--- src/logic/arwl_regs.vh ---
// constants for the autorun and wireless lock controller
`ifndef ARWL_REGS_VH
`define ARWL_REGS_VH
`define ARWL_CLK_HZ        10000000
`define ARWL_SEC_CYC       24'd10000000
`define ARWL_COUNT_START   4'h9
`define ARWL_RELOCK_SEC    3'h5
`define ARWL_PRESS_COUNT   3'h6
`define ARWL_BLINK_COUNT   4'hc
`define ARWL_FAST_CYC      24'd1000000
`define ARWL_SLOW_CYC      24'd4000000
`define ARWL_PRESS_GAP_CYC 24'd5000000
`define ARWL_LED_CYC       24'd2500000
`endif

--- src/logic/arwl_ctrl.v ---
// autorun countdown, manual run, erase and wireless lock control
//
// What this block does
// run offered only with valid stored code
// startup countdown from 9, one per second
// countdown zero starts stored user code
// rocker scroll cancels countdown and autorun
// rocker press on run executes code
// erase needs yes then confirming yes
// erase never touches upper data area
// load offered only with network and address
// load unlocks, shows id, blinks leds
// temp unlock ends on abort or 5s after a download
// six quick presses toggle persistent unlock
// confirm blinks: six fast unlock, six slow lock
// persistent unlock holds until toggled or reset
// lock pin reads locked by default
// pin low relocks within 5s after transaction
// locked device rejects all downloads
// loads and settings only while unlocked
// unlock is or of three sources
`timescale 1ns/10ps
`default_nettype none
`include "arwl_regs.vh"
module arwl_ctrl (
  input  wire       mclk,
  input  wire       resetn,
  input  wire       code_valid,      // valid code sits in the lower code area
  input  wire       wifi_up,         // network joined with a valid address
  input  wire       rock_left,       // right rocker moved left, one-cycle pulse
  input  wire       rock_right,      // right rocker moved right, one-cycle pulse
  input  wire       rock_press,      // right rocker pressed in, one-cycle pulse
  input  wire       left_press,      // left rocker pressed in (yes), pulse
  input  wire       pwr_btn,         // power button level, high while pressed
  input  wire       lock_pin,        // lock request pin, high requests unlock
  input  wire       dl_req,          // host asks to download or change settings
  input  wire       dl_busy,         // a wireless transaction is in progress
  input  wire       dl_done,         // a code download finished, pulse
  output reg        run_code,        // start user code, pulse
  output reg        erase_lower,     // invalidate lower code area, pulse
  output reg  [3:0] count_show,      // countdown value shown
  output reg        count_active,    // countdown running
  output reg  [2:0] menu_item,       // menu item on display
  output reg        show_id,         // show the identification code
  output reg        led0,            // user led 0
  output reg        led1,            // user led 1
  output reg        pwr_led,         // power led
  output reg        unlocked,        // effective unlock state
  output reg        dl_accept,       // download or settings change taken, pulse
  output reg        dl_reject        // download refused, pulse
);
  // menu items, one-hot
  localparam [2:0] M_RUN   = 3'h1;
  localparam [2:0] M_LOAD  = 3'h2;
  localparam [2:0] M_ADMIN = 3'h4;
  // erase dialogue states, one-hot
  localparam [2:0] E_IDLE = 3'h1;
  localparam [2:0] E_ASK  = 3'h2;
  localparam [2:0] E_SURE = 3'h4;

  reg        rs_a;       // reset release stage 1
  reg        rst_n;      // reset release stage 2
  reg [23:0] sec_cnt;    // one second prescaler
  reg        temp_unl;   // unlock from the load menu
  reg        pers_unl;   // unlock from the power button
  reg        pin_unl;    // unlock from the lock pin, delayed release
  reg [2:0]  pin_secs;   // seconds since lock pin fell
  reg [2:0]  tmo_secs;   // seconds since download done
  reg        tmo_run;    // post download relock timer active
  reg [2:0]  erase_st;   // erase dialogue state
  reg [2:0]  press_n;    // power presses counted
  reg [23:0] gap_cnt;    // time since last press
  reg        btn_q;      // power button last cycle
  reg [3:0]  blink_n;    // blink half periods left
  reg [23:0] blink_cnt;  // blink half period timer
  reg        blink_fast; // fast pattern confirms unlock
  reg [23:0] led_cnt;    // user led alternation timer
  reg        boot_seen;  // first active cycle after reset has passed

  // one pulse per second; the prescaler runs free, so the first step of a relock
  // timer may come early, traded for a single timer shared by all users
  wire tick = (sec_cnt == `ARWL_SEC_CYC - 24'd1);
  wire scroll = rock_left | rock_right;
  wire pin_hi = lock_pin; // external pull-down makes idle read low = locked

  // next menu item when scrolled; run and load are skipped when not offered
  function [2:0] next_item;
    input [2:0] cur;
    input       has_code;
    input       has_net;
    begin
      case (cur)
        M_RUN:   next_item = has_net ? M_LOAD : M_ADMIN;
        M_LOAD:  next_item = M_ADMIN;
        M_ADMIN: next_item = has_code ? M_RUN : (has_net ? M_LOAD : M_ADMIN);
        default: next_item = M_ADMIN;
      endcase
    end
  endfunction

  // two flip-flop reset release
  always @(posedge mclk or negedge resetn) begin
    if (!resetn) begin
      rs_a  <= 1'b0;
      rst_n <= 1'b0;
    end else begin
      rs_a  <= 1'b1;
      rst_n <= rs_a;
    end
  end

  // free running second tick
  always @(posedge mclk or negedge rst_n) begin
    if (!rst_n)
      sec_cnt <= 24'h0;
    else if (tick)
      sec_cnt <= 24'h0;
    else
      sec_cnt <= sec_cnt + 24'd1;
  end

  // menu, countdown, run, load and erase dialogue
  always @(posedge mclk or negedge rst_n) begin
    if (!rst_n) begin
      count_show   <= `ARWL_COUNT_START;
      count_active <= 1'b0;
      menu_item    <= M_ADMIN;
      run_code     <= 1'b0;
      erase_lower  <= 1'b0;
      temp_unl     <= 1'b0;
      show_id      <= 1'b0;
      erase_st     <= E_IDLE;
      tmo_run      <= 1'b0;
      tmo_secs     <= 3'h0;
      boot_seen    <= 1'b0;
    end else begin
      run_code    <= 1'b0;
      erase_lower <= 1'b0;
      boot_seen   <= 1'b1;
      // first cycle after reset: countdown only when code is valid; code that
      // arrives later by download never starts an autorun nobody asked for
      if (!boot_seen && code_valid) begin
        menu_item    <= M_RUN;
        count_active <= 1'b1;
        count_show   <= `ARWL_COUNT_START;
      end
      if (temp_unl) begin
        // load screen: abort with rocker press, or timeout after a download
        if (rock_press) begin
          temp_unl <= 1'b0;
          show_id  <= 1'b0;
          tmo_run  <= 1'b0;
        end else if (dl_done) begin
          tmo_run  <= 1'b1;
          tmo_secs <= 3'h0;
        end else if (tmo_run && tick) begin
          if (tmo_secs == `ARWL_RELOCK_SEC - 3'h1) begin
            temp_unl <= 1'b0;
            show_id  <= 1'b0;
            tmo_run  <= 1'b0;
          end else
            tmo_secs <= tmo_secs + 3'h1;
        end
      end else if (erase_st != E_IDLE) begin
        // each answer is a one-cycle pulse; with no answer the question stands
        case (erase_st)
          E_ASK:  erase_st <= left_press ? E_SURE : (rock_press ? E_IDLE : E_ASK);
          E_SURE: begin
            if (left_press) begin
              erase_lower <= 1'b1; // lower area only, upper data kept
              erase_st    <= E_IDLE;
            end else if (rock_press)
              erase_st <= E_IDLE;
          end
          default: erase_st <= E_IDLE;
        endcase
      end else if (scroll) begin
        // the shown count drops to zero, so scrolling back to run never
        // resumes a countdown that was cancelled
        count_active <= 1'b0;
        count_show   <= 4'h0;
        menu_item    <= next_item(menu_item, code_valid, wifi_up);
      end else if (rock_press) begin
        count_active <= 1'b0;
        case (menu_item)
          M_RUN:   run_code <= code_valid;
          M_LOAD:  if (wifi_up) begin
            temp_unl <= 1'b1;
            show_id  <= 1'b1;
          end
          M_ADMIN: erase_st <= E_ASK;
          default: menu_item <= M_ADMIN;
        endcase
      end else if (count_active && tick) begin
        if (count_show == 4'h1 || count_show == 4'h0) begin
          count_active <= 1'b0;
          count_show   <= 4'h0;
          // code that vanished during the count is never started
          run_code     <= code_valid;
        end else
          count_show <= count_show - 4'h1;
      end
    end
  end

  // six-press power button toggle and confirm blinks
  always @(posedge mclk or negedge rst_n) begin
    if (!rst_n) begin
      btn_q      <= 1'b0;
      press_n    <= 3'h0;
      gap_cnt    <= 24'h0;
      pers_unl   <= 1'b0;
      blink_n    <= 4'h0;
      blink_cnt  <= 24'h0;
      blink_fast <= 1'b0;
      pwr_led    <= 1'b0;
    end else begin
      // the edge detector resets low, the idle level of the button, so no
      // false press follows reset
      btn_q <= pwr_btn;
      if (blink_n != 4'h0) begin
        // presses are ignored while confirming
        if (blink_cnt == (blink_fast ? `ARWL_FAST_CYC : `ARWL_SLOW_CYC)) begin
          blink_cnt <= 24'h0;
          blink_n   <= blink_n - 4'h1;
          pwr_led   <= ~pwr_led;
        end else
          blink_cnt <= blink_cnt + 24'd1;
      end else begin
        pwr_led <= pwr_btn;                         // led on while pressed
        if (pwr_btn && !btn_q) begin
          gap_cnt <= 24'h0;
          if (press_n == `ARWL_PRESS_COUNT - 3'h1) begin
            press_n    <= 3'h0;
            pers_unl   <= ~pers_unl;                // holds until next toggle
            blink_fast <= ~pers_unl;
            blink_n    <= `ARWL_BLINK_COUNT;
            blink_cnt  <= 24'h0;
          end else
            press_n <= press_n + 3'h1;
        end else if (press_n != 3'h0) begin
          // presses too far apart restart the count
          if (gap_cnt == `ARWL_PRESS_GAP_CYC)
            press_n <= 3'h0;
          else
            gap_cnt <= gap_cnt + 24'd1;
        end
      end
    end
  end

  // lock pin: unlock at once, relock up to 5 s after it falls
  // the pin is taken as synchronous; a slow edge only costs one cycle
  always @(posedge mclk or negedge rst_n) begin
    if (!rst_n) begin
      pin_unl  <= 1'b0;
      pin_secs <= 3'h0;
    end else if (pin_hi) begin
      pin_unl  <= 1'b1;
      pin_secs <= 3'h0;
    end else if (pin_unl && tick) begin
      // waits for the transaction, but never past the limit
      if (!dl_busy || pin_secs == `ARWL_RELOCK_SEC - 3'h1) begin
        pin_unl  <= 1'b0;
        pin_secs <= 3'h0;
      end else
        pin_secs <= pin_secs + 3'h1;
    end
  end

  // effective lock and host gate, user led alternation
  always @(posedge mclk or negedge rst_n) begin
    if (!rst_n) begin
      unlocked  <= 1'b0;
      dl_accept <= 1'b0;
      dl_reject <= 1'b0;
      led_cnt   <= 24'h0;
      led0      <= 1'b0;
      led1      <= 1'b0;
    end else begin
      unlocked  <= temp_unl | pers_unl | pin_unl;
      // a locked device refuses everything, unlock code included
      // the gate uses the registered state, so the answer always agrees with
      // the unlocked level that the host sees beside its request
      dl_accept <= dl_req & unlocked;
      dl_reject <= dl_req & ~unlocked;
      if (temp_unl) begin
        if (led_cnt == `ARWL_LED_CYC) begin
          led_cnt <= 24'h0;
          led0    <= ~led0;
          led1    <= led0;
        end else begin
          led_cnt <= led_cnt + 24'd1;
          // led0 lights on the first cycle so the pattern shows at once
          if (!led0 && !led1)
            led0 <= 1'b1;
        end
      end else begin
        led_cnt <= 24'h0;
        led0    <= 1'b0;
        led1    <= 1'b0;
      end
    end
  end
endmodule
`default_nettype wire

--- config.mk ---
export PLATFORM = sky130hd
export DESIGN_NAME = arwl_ctrl
export DESIGN_NICKNAME = d
export VERILOG_FILES = /design/src/logic/arwl_ctrl.v
export VERILOG_INCLUDE_DIRS = /design/src /design/src/logic
export SDC_FILE = /design/constraint.sdc
export NUM_CORES = 1
export LEC_CHECK = 0
export BUFFER_PORTS_ARGS = -buffer_cell sky130_fd_sc_hd__buf_2
export CORE_AREA = 8 8 170 124
export CTS_CLUSTER_DIAMETER = 30
export CTS_CLUSTER_SIZE = 30
export DETAILED_ROUTE_END_ITERATION = 10
export DIE_AREA = 0 0 178 132
export PLACE_DENSITY = 0.57
export SKIP_LAST_GASP = 1
export SLEW_MARGIN = 20
export SYNTH_ARGS = -nofsm -noshare
export SYNTH_HDL_FRONTEND = slang
export SYNTH_SLANG_ARGS = --single-unit
--- constraint.sdc ---
create_clock -name mclk -period 5.8 [get_ports mclk]
set_clock_uncertainty 0.05 [all_clocks]
set_input_delay 0.29 -clock mclk [delete_from_list [all_inputs] [get_ports mclk]]
set_output_delay 0.29 -clock mclk [all_outputs]
set_load 0.1 [all_outputs]
==> results of run 1 <==
[repair_timing]
item,CTS,global route
gates resized for setup,0,0
setup endpoints to repair,0,0
endpoints found under the hold margin,3,0
hold buffers,2,0
setup buffers,0,0
[worst max path at each step]
stage                       startpoint           end  slack, ps  cells past startpoint
after floorplan                  rst_n  blink_cnt[0]       1660                      0
after global placement    blink_cnt[7]    blink_n[1]       2800                      5
after detailed placement  blink_cnt[7]    blink_n[1]       2800                      5
after CTS                 blink_cnt[7]    blink_n[1]       2810                      5
after global routing      blink_cnt[7]    blink_n[1]       2610                      5
final                     blink_cnt[7]    blink_n[1]       2780                      5
[metrics by stage]
stage	setup WS [ps]	hold WS [ps]
floorplan	1657	-55.59
global placement	2797	28.22
detailed placement	2803	29.64
finish	2783	28.25
global route	2614	30.28
CTS	2806	15.85
[logic make-up (layout without fill, tap and decap cells)]
kind of cell	Yosys count	after routing	synth area share
AOI/OAI and AO/OA	133	133	0.1176
xor gates and xnor gates	46	46	0.05569
adders and majority gates	14	14	0.02421
buffers and inverters	65	108	0.03459
DFF	137	137	0.4746
muxes	12	12	0.01747
other	1	2	0.0005184
and+or+nand+nor	375	375	0.2753
[critical path: cells and delay by family (launching register included)]
kind / cells / cell delay, ps
AND/OR/NAND/NOR: 5 / 2460
flip-flops: 1 / 450
[synth_stat cells, types with 6 or more instances]
library cell	number
sky130_fd_sc_hd__a21o_1	6
sky130_fd_sc_hd__a21oi_1	36
sky130_fd_sc_hd__a31oi_1	9
sky130_fd_sc_hd__and2_1	7
sky130_fd_sc_hd__and3_1	10
sky130_fd_sc_hd__clkbuf_1	21
sky130_fd_sc_hd__dfrtp_1	133
sky130_fd_sc_hd__ha_1	14
sky130_fd_sc_hd__inv_1	38
sky130_fd_sc_hd__mux2i_1	7
sky130_fd_sc_hd__nand2_1	73
sky130_fd_sc_hd__nand2b_1	13
sky130_fd_sc_hd__nand3_1	49
sky130_fd_sc_hd__nand4_1	35
sky130_fd_sc_hd__nor2_1	71
sky130_fd_sc_hd__nor2b_1	8
sky130_fd_sc_hd__nor3_1	24
sky130_fd_sc_hd__nor4_1	9
sky130_fd_sc_hd__o21ai_0	34
sky130_fd_sc_hd__o22ai_1	6
sky130_fd_sc_hd__or3_1	27
sky130_fd_sc_hd__or4_1	22
sky130_fd_sc_hd__xnor2_1	30
sky130_fd_sc_hd__xor2_1	16
[sequential cells by signal (all words and copies together) (netlist names), 4 cells and up]
name / flops
blink_n: 4
gap_cnt: 24
count_show: 4
led_cnt: 24
sec_cnt: 24
blink_cnt: 24
[power by group through the flow]
stage | Sequential (mW) | Combinational [mW] | Clock, mW
2_1_floorplan | 1.16 | 0.0974 | 0
3_3_place_gp | 1.04 | 0.271 | 0
3_5_place_dp | 1.04 | 0.272 | 0
4_1_cts | 1.03 | 0.273 | 1.15
5_1_grt | 1.03 | 0.293 | 1.19
6_report | 1.03 | 0.272 | 1.12
[placed cells by master (no fill, tap or decap), types with 4 or more instances in the layout]
| master | netlist | final |
|---|---|---|
| sky130_fd_sc_hd__xnor2_1 | 30 | 30 |
| sky130_fd_sc_hd__nor4b_1 | 5 | 5 |
| sky130_fd_sc_hd__or3_1 | 27 | 27 |
| sky130_fd_sc_hd__nand2_1 | 73 | 73 |
| sky130_fd_sc_hd__mux2i_1 | 7 | 7 |
| sky130_fd_sc_hd__a31oi_1 | 9 | 9 |
| sky130_fd_sc_hd__nor2_1 | 71 | 71 |
| sky130_fd_sc_hd__and3_1 | 10 | 10 |
| sky130_fd_sc_hd__dfstp_2 | 4 | 4 |
| sky130_fd_sc_hd__nand3_1 | 49 | 49 |
| sky130_fd_sc_hd__ha_1 | 14 | 14 |
| sky130_fd_sc_hd__o22ai_1 | 6 | 6 |
| sky130_fd_sc_hd__o21ai_0 | 34 | 34 |
| sky130_fd_sc_hd__nor4bb_1 | 5 | 5 |
| sky130_fd_sc_hd__buf_2 | 5 | 29 |
| sky130_fd_sc_hd__o31ai_1 | 5 | 5 |
| sky130_fd_sc_hd__or2_2 | 4 | 4 |
| sky130_fd_sc_hd__or4_1 | 22 | 22 |
| sky130_fd_sc_hd__or4b_2 | 4 | 4 |
| sky130_fd_sc_hd__a21oi_1 | 36 | 36 |
| sky130_fd_sc_hd__xor2_1 | 16 | 16 |
| sky130_fd_sc_hd__nor3_1 | 24 | 24 |
| sky130_fd_sc_hd__nand4_1 | 35 | 35 |
| sky130_fd_sc_hd__nor2b_1 | 8 | 8 |
| sky130_fd_sc_hd__clkinv_2 | 0 | 4 |
| sky130_fd_sc_hd__dfrtp_1 | 133 | 132 |
| sky130_fd_sc_hd__o211ai_1 | 4 | 4 |
| sky130_fd_sc_hd__buf_4 | 0 | 7 |
| sky130_fd_sc_hd__nand2b_1 | 13 | 13 |
| sky130_fd_sc_hd__clkbuf_16 | 0 | 17 |
| sky130_fd_sc_hd__and2_1 | 7 | 7 |
| sky130_fd_sc_hd__a21o_1 | 6 | 6 |
| sky130_fd_sc_hd__inv_1 | 38 | 38 |
| sky130_fd_sc_hd__and4_1 | 5 | 5 |
| sky130_fd_sc_hd__nor4_1 | 9 | 8 |
| sky130_fd_sc_hd__mux2_2 | 5 | 5 |
[area by class of cell]
cell class,count,area (sq um),area share
Clock buffer,21,470.5,0.05685
Clock inverter,11,143.9,0.01739
Inverter,38,142.6,0.01724
Multi-Input combinational cell,582,3561,0.4303
Sequential cell,137,3437,0.4153
Tap cell,242,302.8,0.03659
Timing Repair Buffer,38,217.7,0.02631
[layer usage]
layer | vias to the layer above | global-route usage | share of wire
li1 | 2890 | - | -
met1 | 2783 | 0.2146 | 0.54
met2 | 97 | 0.1875 | 0.41
met3 | 5 | 0.03291 | 0.044
met4 | 0 | 0.03880 | 0.0055
met5 | - | 0 | 0
==> reports/metrics.csv, run 1 <==
stage;metric;value;unit
synth;synth_sequential_area_ratio;0.4746;
layout;layout.cells.non_filler;1069;
critical_path;ff2ff_path_depth;5;
route;drtAntennaViolNets;0;
cts;cts-buffers-inserted;17;
global_routing;maximum_number_of_pins_on_one_net_before_global_route_repair;50;
run_status;status;finished clean;
timing;rsz0062_at_grt;no;
synth;edff_count_synth;0;
critical_path;crit_path_end_kind;flip-flop;
power_and_ir_drop;design_power_total;2.420;mW
synth;async_set_or_reset_register_ratio_after_synthesis;1.000;
power_and_ir_drop;power.net_switching;655.2;uW
route;route.detailed.wl_per_inst;14.57;um
synth;netlist-cell-type-count;59;
critical_path;worst_path_max_delay_cell;sky130_fd_sc_hd__or4_1;
cts;clock-sinks;137;
route;via_per_inst;5.402;
critical_path;worst_setup_path_start_kind;flip-flop;
synth;synth.largest_area_cell;sky130_fd_sc_hd__dfrtp_1;
hold_path;hold_path_depth;2;
global_routing;first_pass_grt_wire_length;27280;um
die;vertical_die_dimension;132;um
cts;worst_skew_pair.late_latency;420;ps
hold_path;worstHoldPathType;in -> reg;
critical_path;worstSetupPathType;reg -> reg;
cts;cts_max_path_buffers;2;
power_and_ir_drop;switching_share;0.2708;
synth;synth_top_area_share;0.4600;
layout;antenna_cells_inserted;0;
run;maxCapViolations;0;
layout;post-route-util;0.4487;
layout;post_route_cells_drive_above_1_share;0.1076;
critical_path;required;6100;ps
synth;syn-cell-area;0.007234;sq mm
power_and_ir_drop;power.share.combinational;0.112;
power_and_ir_drop;p_int;1.765;mW
critical_path;max_stage_delay;830;ps
critical_path;maximum_net_fanout_on_the_critical_path;25;
layout;finish.instance_area;0.008275;sq mm
route;detailroute.via_count;5775;
route;detail_route.first_pass.iterations;5;
synth;synthesis_warnings;0;
cts;cts.htree.levels;4;
route;drc;0;
cts;tritoncts;built;
placement;post_dp_cell_area;0.007641;sq mm
global_routing;grt_pass1_vias;5425;
die;initial_utilization;0.3922;
timing;timing.final.hold_violations;0;
synth;ys_seq_elements;137;
timing;setup_viol;0;
power_and_ir_drop;power_density;292.4;mW/mm^2
layout;design.final.nets;841;
die;dieArea;0.02350;sq mm
route;detailedRoute.firstIterationViolations;345;
timing;tightestPinTransition;1023;ps
cts;clk_pin_slew_worst_paths;60;ps
global_routing;antenna_found_initial;0;
power_and_ir_drop;power.leakage;3.377;nW
timing;layout_min_cycle_time;3017;ps
cts;clock-root-buffer;sky130_fd_sc_hd__clkbuf_16;
die;chipWidth;178;um
global_routing;grtUsageTotal;0.1394;
synth;post_synth_inst_count;783;
critical_path;cp_dominant_cell_by_count;sky130_fd_sc_hd__or4_1;
critical_path;critPathArrivalTime;3320;ps
critical_path;worstReg2RegStart;blink_cnt[7];
power_and_ir_drop;vdd_drop_max;373.4;uV
critical_path;worst_reg2reg_setup_slack;2780;ps
layout;num-fill-cells;1794;
die;ios;30;
critical_path;critical_path_cell_by_cell;or4_1, or4_1, or4_1, or4_1, nand2_1;
power_and_ir_drop;clock_group_share_of_total_power;0.464;
route;routed_wl;15570;um
hold_path;worst_hold_path.endpoint;pin_secs[0];
hold_path;hp-start;lock_pin;
timing;setup_total_negative_slack;0;ps
timing;clock.fmax;331.4;MHz
power_and_ir_drop;pwr-share-seq;0.424;
placement;placement.io_buffers;29;
die;num_rows;42;
critical_path;worstReg2RegEnd;blink_n[1];
global_routing;globalRouteOverflowTotal;0;
timing;fin_crit_sh;0.5202;
layout;area_delta_synth_final;14.39;%
synth;synthesized_area_divided_by_synthesized_cell_count;9.239;sq um
placement;place.detailed.hpwl;10470;um
timing;worst_case_headroom_to_the_max_slew_limit;0.3129;
synth;post_synth_main_area_contributors;sky130_fd_sc_hd__dfrtp_1 (46%), sky130_fd_sc_hd__nand2_1 (3.8%), sky130_fd_sc_hd__nor2_1 (3.7%);
placement;numPlacedInstances;1035;
synth;synth_flop_cell;sky130_fd_sc_hd__dfrtp_1;
die;core_area;0.01845;sq mm
timing;final_max_slew_viol_count;0;
placement;routabilityCongestion;0.7754;
Power figures use the tool's default switching activity.
==> inputs of run 2 (changes only) <==
clock period = 2.9 ns   (was 5.8 ns; I/O delays follow)
==> reports/metrics.csv, run 2 (synthesis results as in run 1) <==
stage;metric;value;unit
route;detailedRoute.firstIterationViolations;425;
layout;finish.instance_area;0.008467;sq mm
power_and_ir_drop;vdd_drop_max;583.9;uV
die;chipWidth;178;um
critical_path;worst_reg2reg_setup_slack;190;ps
route;route.detailed.wl_per_inst;14.47;um
cts;cts-buffers-inserted;17;
global_routing;grt_pass1_vias;5426;
cts;tritoncts;built;
critical_path;worst_path_max_delay_cell;sky130_fd_sc_hd__dlygate4sd3_1;
global_routing;globalRouteOverflowTotal;0;
route;routed_wl;15830;um
layout;post_route_cells_drive_above_1_share;0.1221;
layout;antenna_cells_inserted;0;
placement;routabilityCongestion;0.8078;
route;via_per_inst;5.352;
cts;cts_max_path_buffers;2;
die;dieArea;0.02350;sq mm
critical_path;maximum_net_fanout_on_the_critical_path;8;
timing;final_max_slew_viol_count;0;
timing;fin_crit_sh;0.9338;
cts;postCtsSetupRepairBufs;0;
timing;timing.final.hold_violations;0;
global_routing;first_pass_grt_wire_length;27150;um
run_status;status;finished clean;
timing;tightestPinTransition;528.5;ps
critical_path;max_stage_delay;550;ps
cts;clock-root-buffer;sky130_fd_sc_hd__clkbuf_16;
critical_path;critPathArrivalTime;3020;ps
cts;cts_resized;0;
global_routing;grtUsageTotal;0.1387;
cts;cts.htree.levels;4;
placement;post_dp_cell_area;0.007759;sq mm
die;vertical_die_dimension;132;um
layout;final_cell_mix;sky130_fd_sc_hd__dfrtp_1 (132), sky130_fd_sc_hd__nand2_1 (73), sky130_fd_sc_hd__nor2_1 (71), sky130_fd_sc_hd__nand3_1 (49), sky130_fd_sc_hd__inv_1 (38);
layout;design.final.nets;866;
critical_path;critPathTopFamily;simple AND/OR/NAND/NOR gates;
cts;clk_pin_slew_worst_paths;60;ps
placement;placement.io_buffers;29;
critical_path;worstReg2RegEnd;pin_secs[2];
power_and_ir_drop;power.leakage;3.467;nW
timing;worst_case_headroom_to_the_max_slew_limit;0.6477;
run;maxCapViolations;0;
critical_path;worstReg2RegStart;sec_cnt[11];
timing;setup_viol;0;
critical_path;critical_path_cell_by_cell;or4_1, nor4_2, buf_4, nand3_1, or3_1, a21oi_1, dlygate4sd3_1;
cts;clock-sinks;137;
timing;layout_min_cycle_time;2708;ps
timing;rsz0062_at_grt;no;
critical_path;path_buf_inv;2;
die;core_area;0.01845;sq mm
critical_path;cp-endpoint;pin_secs[2];
power_and_ir_drop;design_power_total;4.737;mW
power_and_ir_drop;power_density;559.4;mW/mm^2
global_routing;maximum_number_of_pins_on_one_net_before_global_route_repair;90;
placement;place.detailed.hpwl;10580;um
die;ios;30;
die;num_rows;42;
critical_path;crit_start;sec_cnt[11];
route;detail_route.first_pass.iterations;4;
critical_path;ff2ff_path_depth;7;
route;drtAntennaViolNets;0;
timing;setup_total_negative_slack;0;ps
die;initial_utilization;0.3922;
layout;area_delta_synth_final;17.04;%
timing;clock.fmax;369.3;MHz
critical_path;cp.depth;7;
layout;layout_commonest_cell;sky130_fd_sc_hd__dfrtp_1;
global_routing;antenna_found_initial;0;
critical_path;crit_path_end_kind;flip-flop;
critical_path;worstSetupPathType;reg -> reg;
cts;worst_skew_pair.late_latency;430;ps
route;drc;0;
route;detailroute.via_count;5855;
hold_path;hold_path_depth;4;
critical_path;required;3210;ps
critical_path;worst_setup_path_start_kind;flip-flop;
hold_path;worstHoldPathType;in -> reg;
run 2: changes by cell type in the layout (fill, tap and decap cells not counted):
cell                            before  now
sky130_fd_sc_hd__clkbuf_1            1    0
sky130_fd_sc_hd__clkinvlp_4          1    5
sky130_fd_sc_hd__buf_12              0    1
sky130_fd_sc_hd__clkinv_4            2    3
sky130_fd_sc_hd__dlygate4sd3_1       2   13
sky130_fd_sc_hd__buf_4               7   20
sky130_fd_sc_hd__bufinv_16           3    2
sky130_fd_sc_hd__clkbuf_8            3    0
run 2: worst min-delay path by stage:
stage / start / endpoint / slack [ps]
final: dl_busy / pin_unl / 40
after global routing: dl_done / tmo_secs[2] / 60
after CTS: dl_busy / pin_unl / 30
after detailed placement: resetn / rst_n / -120
after global placement: resetn / rs_a / -120
after floorplan: resetn / rs_a / -200
run 2: tightest hold or removal path, delay by kind of cell:
kind | cells | cell delay (ps)
buffers and inverters | 1 | 90
AO/OA/AOI/OAI | 1 | 100
AND/OR/NAND/NOR | 2 | 140
run 2: layer usage:
layer | track usage | vias to the layer above | part of all wire
met3 | 0.03635 | 14 | 0.050
met5 | 0 | - | 0
li1 | - | 2960 | -
met2 | 0.1926 | 103 | 0.41
met4 | 0.04157 | 0 | 0.0090
met1 | 0.2050 | 2778 | 0.53
run 2: cell type report:
type                            instances  area (sq um)
Sequential cell                       137          3437
Tap cell                              242         302.8
Clock inverter                         15         152.6
Timing Repair Buffer                   63         445.4
Inverter                               38         142.6
Multi-Input combinational cell        582          3561
Fill cell                            1734          9978
Clock buffer                           17         425.4
run 2: repair_timing:
item,4_1_cts,5_1_grt
setup endpoints to repair,0,0
hold buffers,13,0
hold endpoints to repair,16,0
run 2: report_power, final:
group | leakage (nW) | total (mW) | internal (mW) | switching [mW]
clock | 0.271 | 2.13 | 1.26 | 0.868
sequential | 1.76 | 2.05 | 1.97 | 0.0770
combinational | 1.44 | 0.557 | 0.148 | 0.408
run 2: metrics by stage:
step	hold WS [ps]	instances	utilization	worst slack (ps)
after floorplan	-200.6	784	-	303.6
after global routing	56.48	1094	0.4590	26.14
after global placement	-118.7	1049	0.4206	307.6
after detailed placement	-116.8	1049	0.4206	241.9
final	41.39	1094	0.4590	192.1
after CTS	32.12	1094	0.4590	174.3
==> inputs of run 3 (changes only) <==
ABC_AREA = 1   (was not set)
CORE_AREA = 8 8 184 134   (was 8 8 170 124)
DIE_AREA = 0 0 192 142   (was 0 0 178 132)
==> reports/metrics.csv, run 3 <==
stage;metric;value;unit
die;initial_utilization;0.3876;
global_routing;maximum_number_of_pins_on_one_net_before_global_route_repair;55;
global_routing;first_pass_grt_wire_length;35840;um
timing;rsz0062_at_grt;no;
timing;postLayoutSetupSlackWorst;868.8;ps
layout;antenna_cells_inserted;0;
route;via_per_inst;4.923;
power_and_ir_drop;vdd_drop_max;453.1;uV
power_and_ir_drop;power.net_switching;2.964;mW
die;dieArea;0.02726;sq mm
hold_path;worstHoldPathType;in -> reg;
timing;layout_min_cycle_time;2031;ps
cts;cts_max_path_buffers;2;
placement;place.detailed.hpwl;15990;um
route;detailroute.via_count;7463;
cts;clk_pin_slew_worst_paths;60;ps
synth;yosys.cell_count.top_type;sky130_fd_sc_hd__nand2_1;
timing;setup_viol;0;
route;detail_route.first_pass.iterations;5;
die;num_rows;46;
power_and_ir_drop;power.share.combinational;0.325;
critical_path;required;3210;ps
layout;layout_commonest_cell;sky130_fd_sc_hd__nand2_1;
critical_path;worst_setup_path_start_kind;primary input;
timing;clock.fmax;492.3;MHz
cts;worst_skew_pair.late_latency;430;ps
power_and_ir_drop;pwr-share-seq;0.367;
placement;pre_cts_slack;950.3;ps
cts;cts.htree.levels;4;
cts;postCtsSetupRepairBufs;0;
route;detailedRoute.firstIterationViolations;569;
layout;num-fill-cells;2234;
timing;finalHoldWorstSlack;47.11;ps
synth;synth_top_area_share;0.3905;
synth;async_set_or_reset_register_ratio_after_synthesis;1.000;
synth;synthesis_warnings;0;
critical_path;worst_reg2reg_setup_slack;880;ps
synth;post_synth_main_area_contributors;sky130_fd_sc_hd__dfrtp_1 (39%), sky130_fd_sc_hd__nand2_1 (13%), sky130_fd_sc_hd__nor2_1 (7.6%);
cts;cts_hold_buf;8;
timing;final_max_slew_viol_count;0;
synth;synth_flop_cell;sky130_fd_sc_hd__dfrtp_1;
synth;edff_count_synth;0;
synth;synth.largest_area_cell;sky130_fd_sc_hd__dfrtp_1;
critical_path;crit_start;pwr_btn;
timing;timing.final.hold_violations;0;
synth;synth.cells.most_frequent;sky130_fd_sc_hd__nand2_1 (303), sky130_fd_sc_hd__nor2_1 (172), sky130_fd_sc_hd__inv_1 (140), sky130_fd_sc_hd__dfrtp_1 (133), sky130_fd_sc_hd__nand3_1 (89);
timing;setup_total_negative_slack;0;ps
layout;layout.cells.non_filler;1516;
power_and_ir_drop;switching_share;0.4142;
global_routing;grt_util_met3;0.03379;
route;routed_wl;21310;um
global_routing;grt.met1_usage;0.2540;
route;drc;0;
critical_path;cp-endpoint;gap_cnt[22];
die;chipWidth;192;um
cts;cts-buffers-inserted;17;
layout;final_cell_mix;sky130_fd_sc_hd__nand2_1 (303), sky130_fd_sc_hd__nor2_1 (172), sky130_fd_sc_hd__inv_1 (140), sky130_fd_sc_hd__dfrtp_1 (132), sky130_fd_sc_hd__nand3_1 (89);
route;route.detailed.wl_per_inst;14.06;um
critical_path;critPathArrivalTime;2350;ps
timing;fin_crit_sh;0.7004;
global_routing;antenna_found_initial;0;
cts;tritoncts;built;
synth;synth_sequential_area_ratio;0.4029;
placement;post_dp_cell_area;0.008970;sq mm
power_and_ir_drop;power.leakage;4.392;nW
critical_path;worstSetupPathType;in -> reg;
layout;post-route-util;0.4385;
run_status;status;finished clean;
global_routing;globalRouteMet2Util;0.2226;
synth;syn-cell-area;0.008522;sq mm
layout;post_route_cells_drive_above_1_share;0.1181;
global_routing;gr-max-usage-layer;met1;
die;core_area;0.02199;sq mm
cts;clock-root-buffer;sky130_fd_sc_hd__clkbuf_16;
route;drtAntennaViolNets;0;
cts;clock-sinks;137;
synth;synthesized_area_divided_by_synthesized_cell_count;7.271;sq um
die;ios;30;
global_routing;grtUsageTotal;0.1636;
synth;post_synth_inst_count;1172;
layout;area_delta_synth_final;13.13;%
placement;routabilityCongestion;0.9034;
layout;finish.instance_area;0.009641;sq mm
global_routing;globalRouteOverflowTotal;0;
critical_path;crit_path_end_kind;flip-flop;
timing;worst_case_headroom_to_the_max_slew_limit;0.5042;
timing;tightestPinTransition;743.7;ps
layout;design.final.nets;1243;
critical_path;worstReg2RegEnd;blink_cnt[17];
critical_path;worstReg2RegStart;blink_fast;
critical_path;ff2ff_path_depth;9;
cts;cts_resized;0;
critical_path;maximum_net_fanout_on_the_critical_path;26;
die;vertical_die_dimension;142;um
placement;numPlacedInstances;1477;
power_and_ir_drop;p_int;4.192;mW
global_routing;grt_pass1_vias;6896;
power_and_ir_drop;design_power_total;7.156;mW
synth;ys_seq_elements;137;
power_and_ir_drop;power_density;742.3;mW/mm^2
power_and_ir_drop;clock_group_share_of_total_power;0.308;
run;maxCapViolations;0;
placement;placement.io_buffers;29;
synth;netlist-cell-type-count;48;
run 3: metal layers:
metal  share of wire  up-vias
met5               0        -
met4           0.012        0
met3           0.047       22
met2            0.40      144
met1            0.54     3466
li1                -     3831
run 3: critical path: stages:
cell,delay [ps]
sky130_fd_sc_hd__dlygate4sd3_1,530
sky130_fd_sc_hd__buf_2,140
sky130_fd_sc_hd__inv_2,40
sky130_fd_sc_hd__nor2_1,30
sky130_fd_sc_hd__buf_4,170
sky130_fd_sc_hd__inv_2,320
sky130_fd_sc_hd__nand4_1,140
sky130_fd_sc_hd__nand2_1,100
sky130_fd_sc_hd__inv_2,40
sky130_fd_sc_hd__nand2_2,90
sky130_fd_sc_hd__nand2_4,150
sky130_fd_sc_hd__inv_4,270
sky130_fd_sc_hd__nand2_1,110
sky130_fd_sc_hd__o21ai_2,60
run 3: worst min path at each step:
stage                          start      endpoint  slack, ps  depth (start not counted)
after floorplan               resetn          rs_a       -200                          0
after global placement        resetn          rs_a       -120                          1
after detailed placement      resetn          rs_a       -110                          1
after CTS                 rock_press       tmo_run         30                          4
after global routing      code_valid  menu_item[0]         60                          3
final                     rock_press       tmo_run         50                          4
run 3: power groups by stage:
stage / combinational [mW] / sequential (mW) / clock (mW)
2_1_floorplan: 1.56 / 2.93 / 0
3_3_place_gp: 2.32 / 2.65 / 0
3_5_place_dp: 2.32 / 2.66 / 0
4_1_cts: 2.34 / 2.63 / 2.26
5_1_grt: 2.60 / 2.67 / 2.34
6_report: 2.33 / 2.62 / 2.20
run 3: cell families after synthesis:
family / after synthesis / synth area share
AO/OA/AOI/OAI: 106 / 0.07239
XOR/XNOR: 52 / 0.05344
adder cells (fa/ha/maj): 14 / 0.02056
buffers and inverters: 178 / 0.08574
flip-flops: 137 / 0.4029
other: 1 / 0.0004400
AND/OR/NAND/NOR: 684 / 0.3646
run 3: cell type report:
cell class | instances | area (sq um) | share of cell area
clock buffers | 21 | 470.5 | 0.04880
clock inverters | 10 | 120.1 | 0.01246
inverters | 160 | 603.1 | 0.06256
multi-input cells | 858 | 4362 | 0.4524
flip-flops and latches | 137 | 3437 | 0.3565
well taps | 288 | 360.3 | 0.03738
repair buffers | 42 | 287.8 | 0.02985
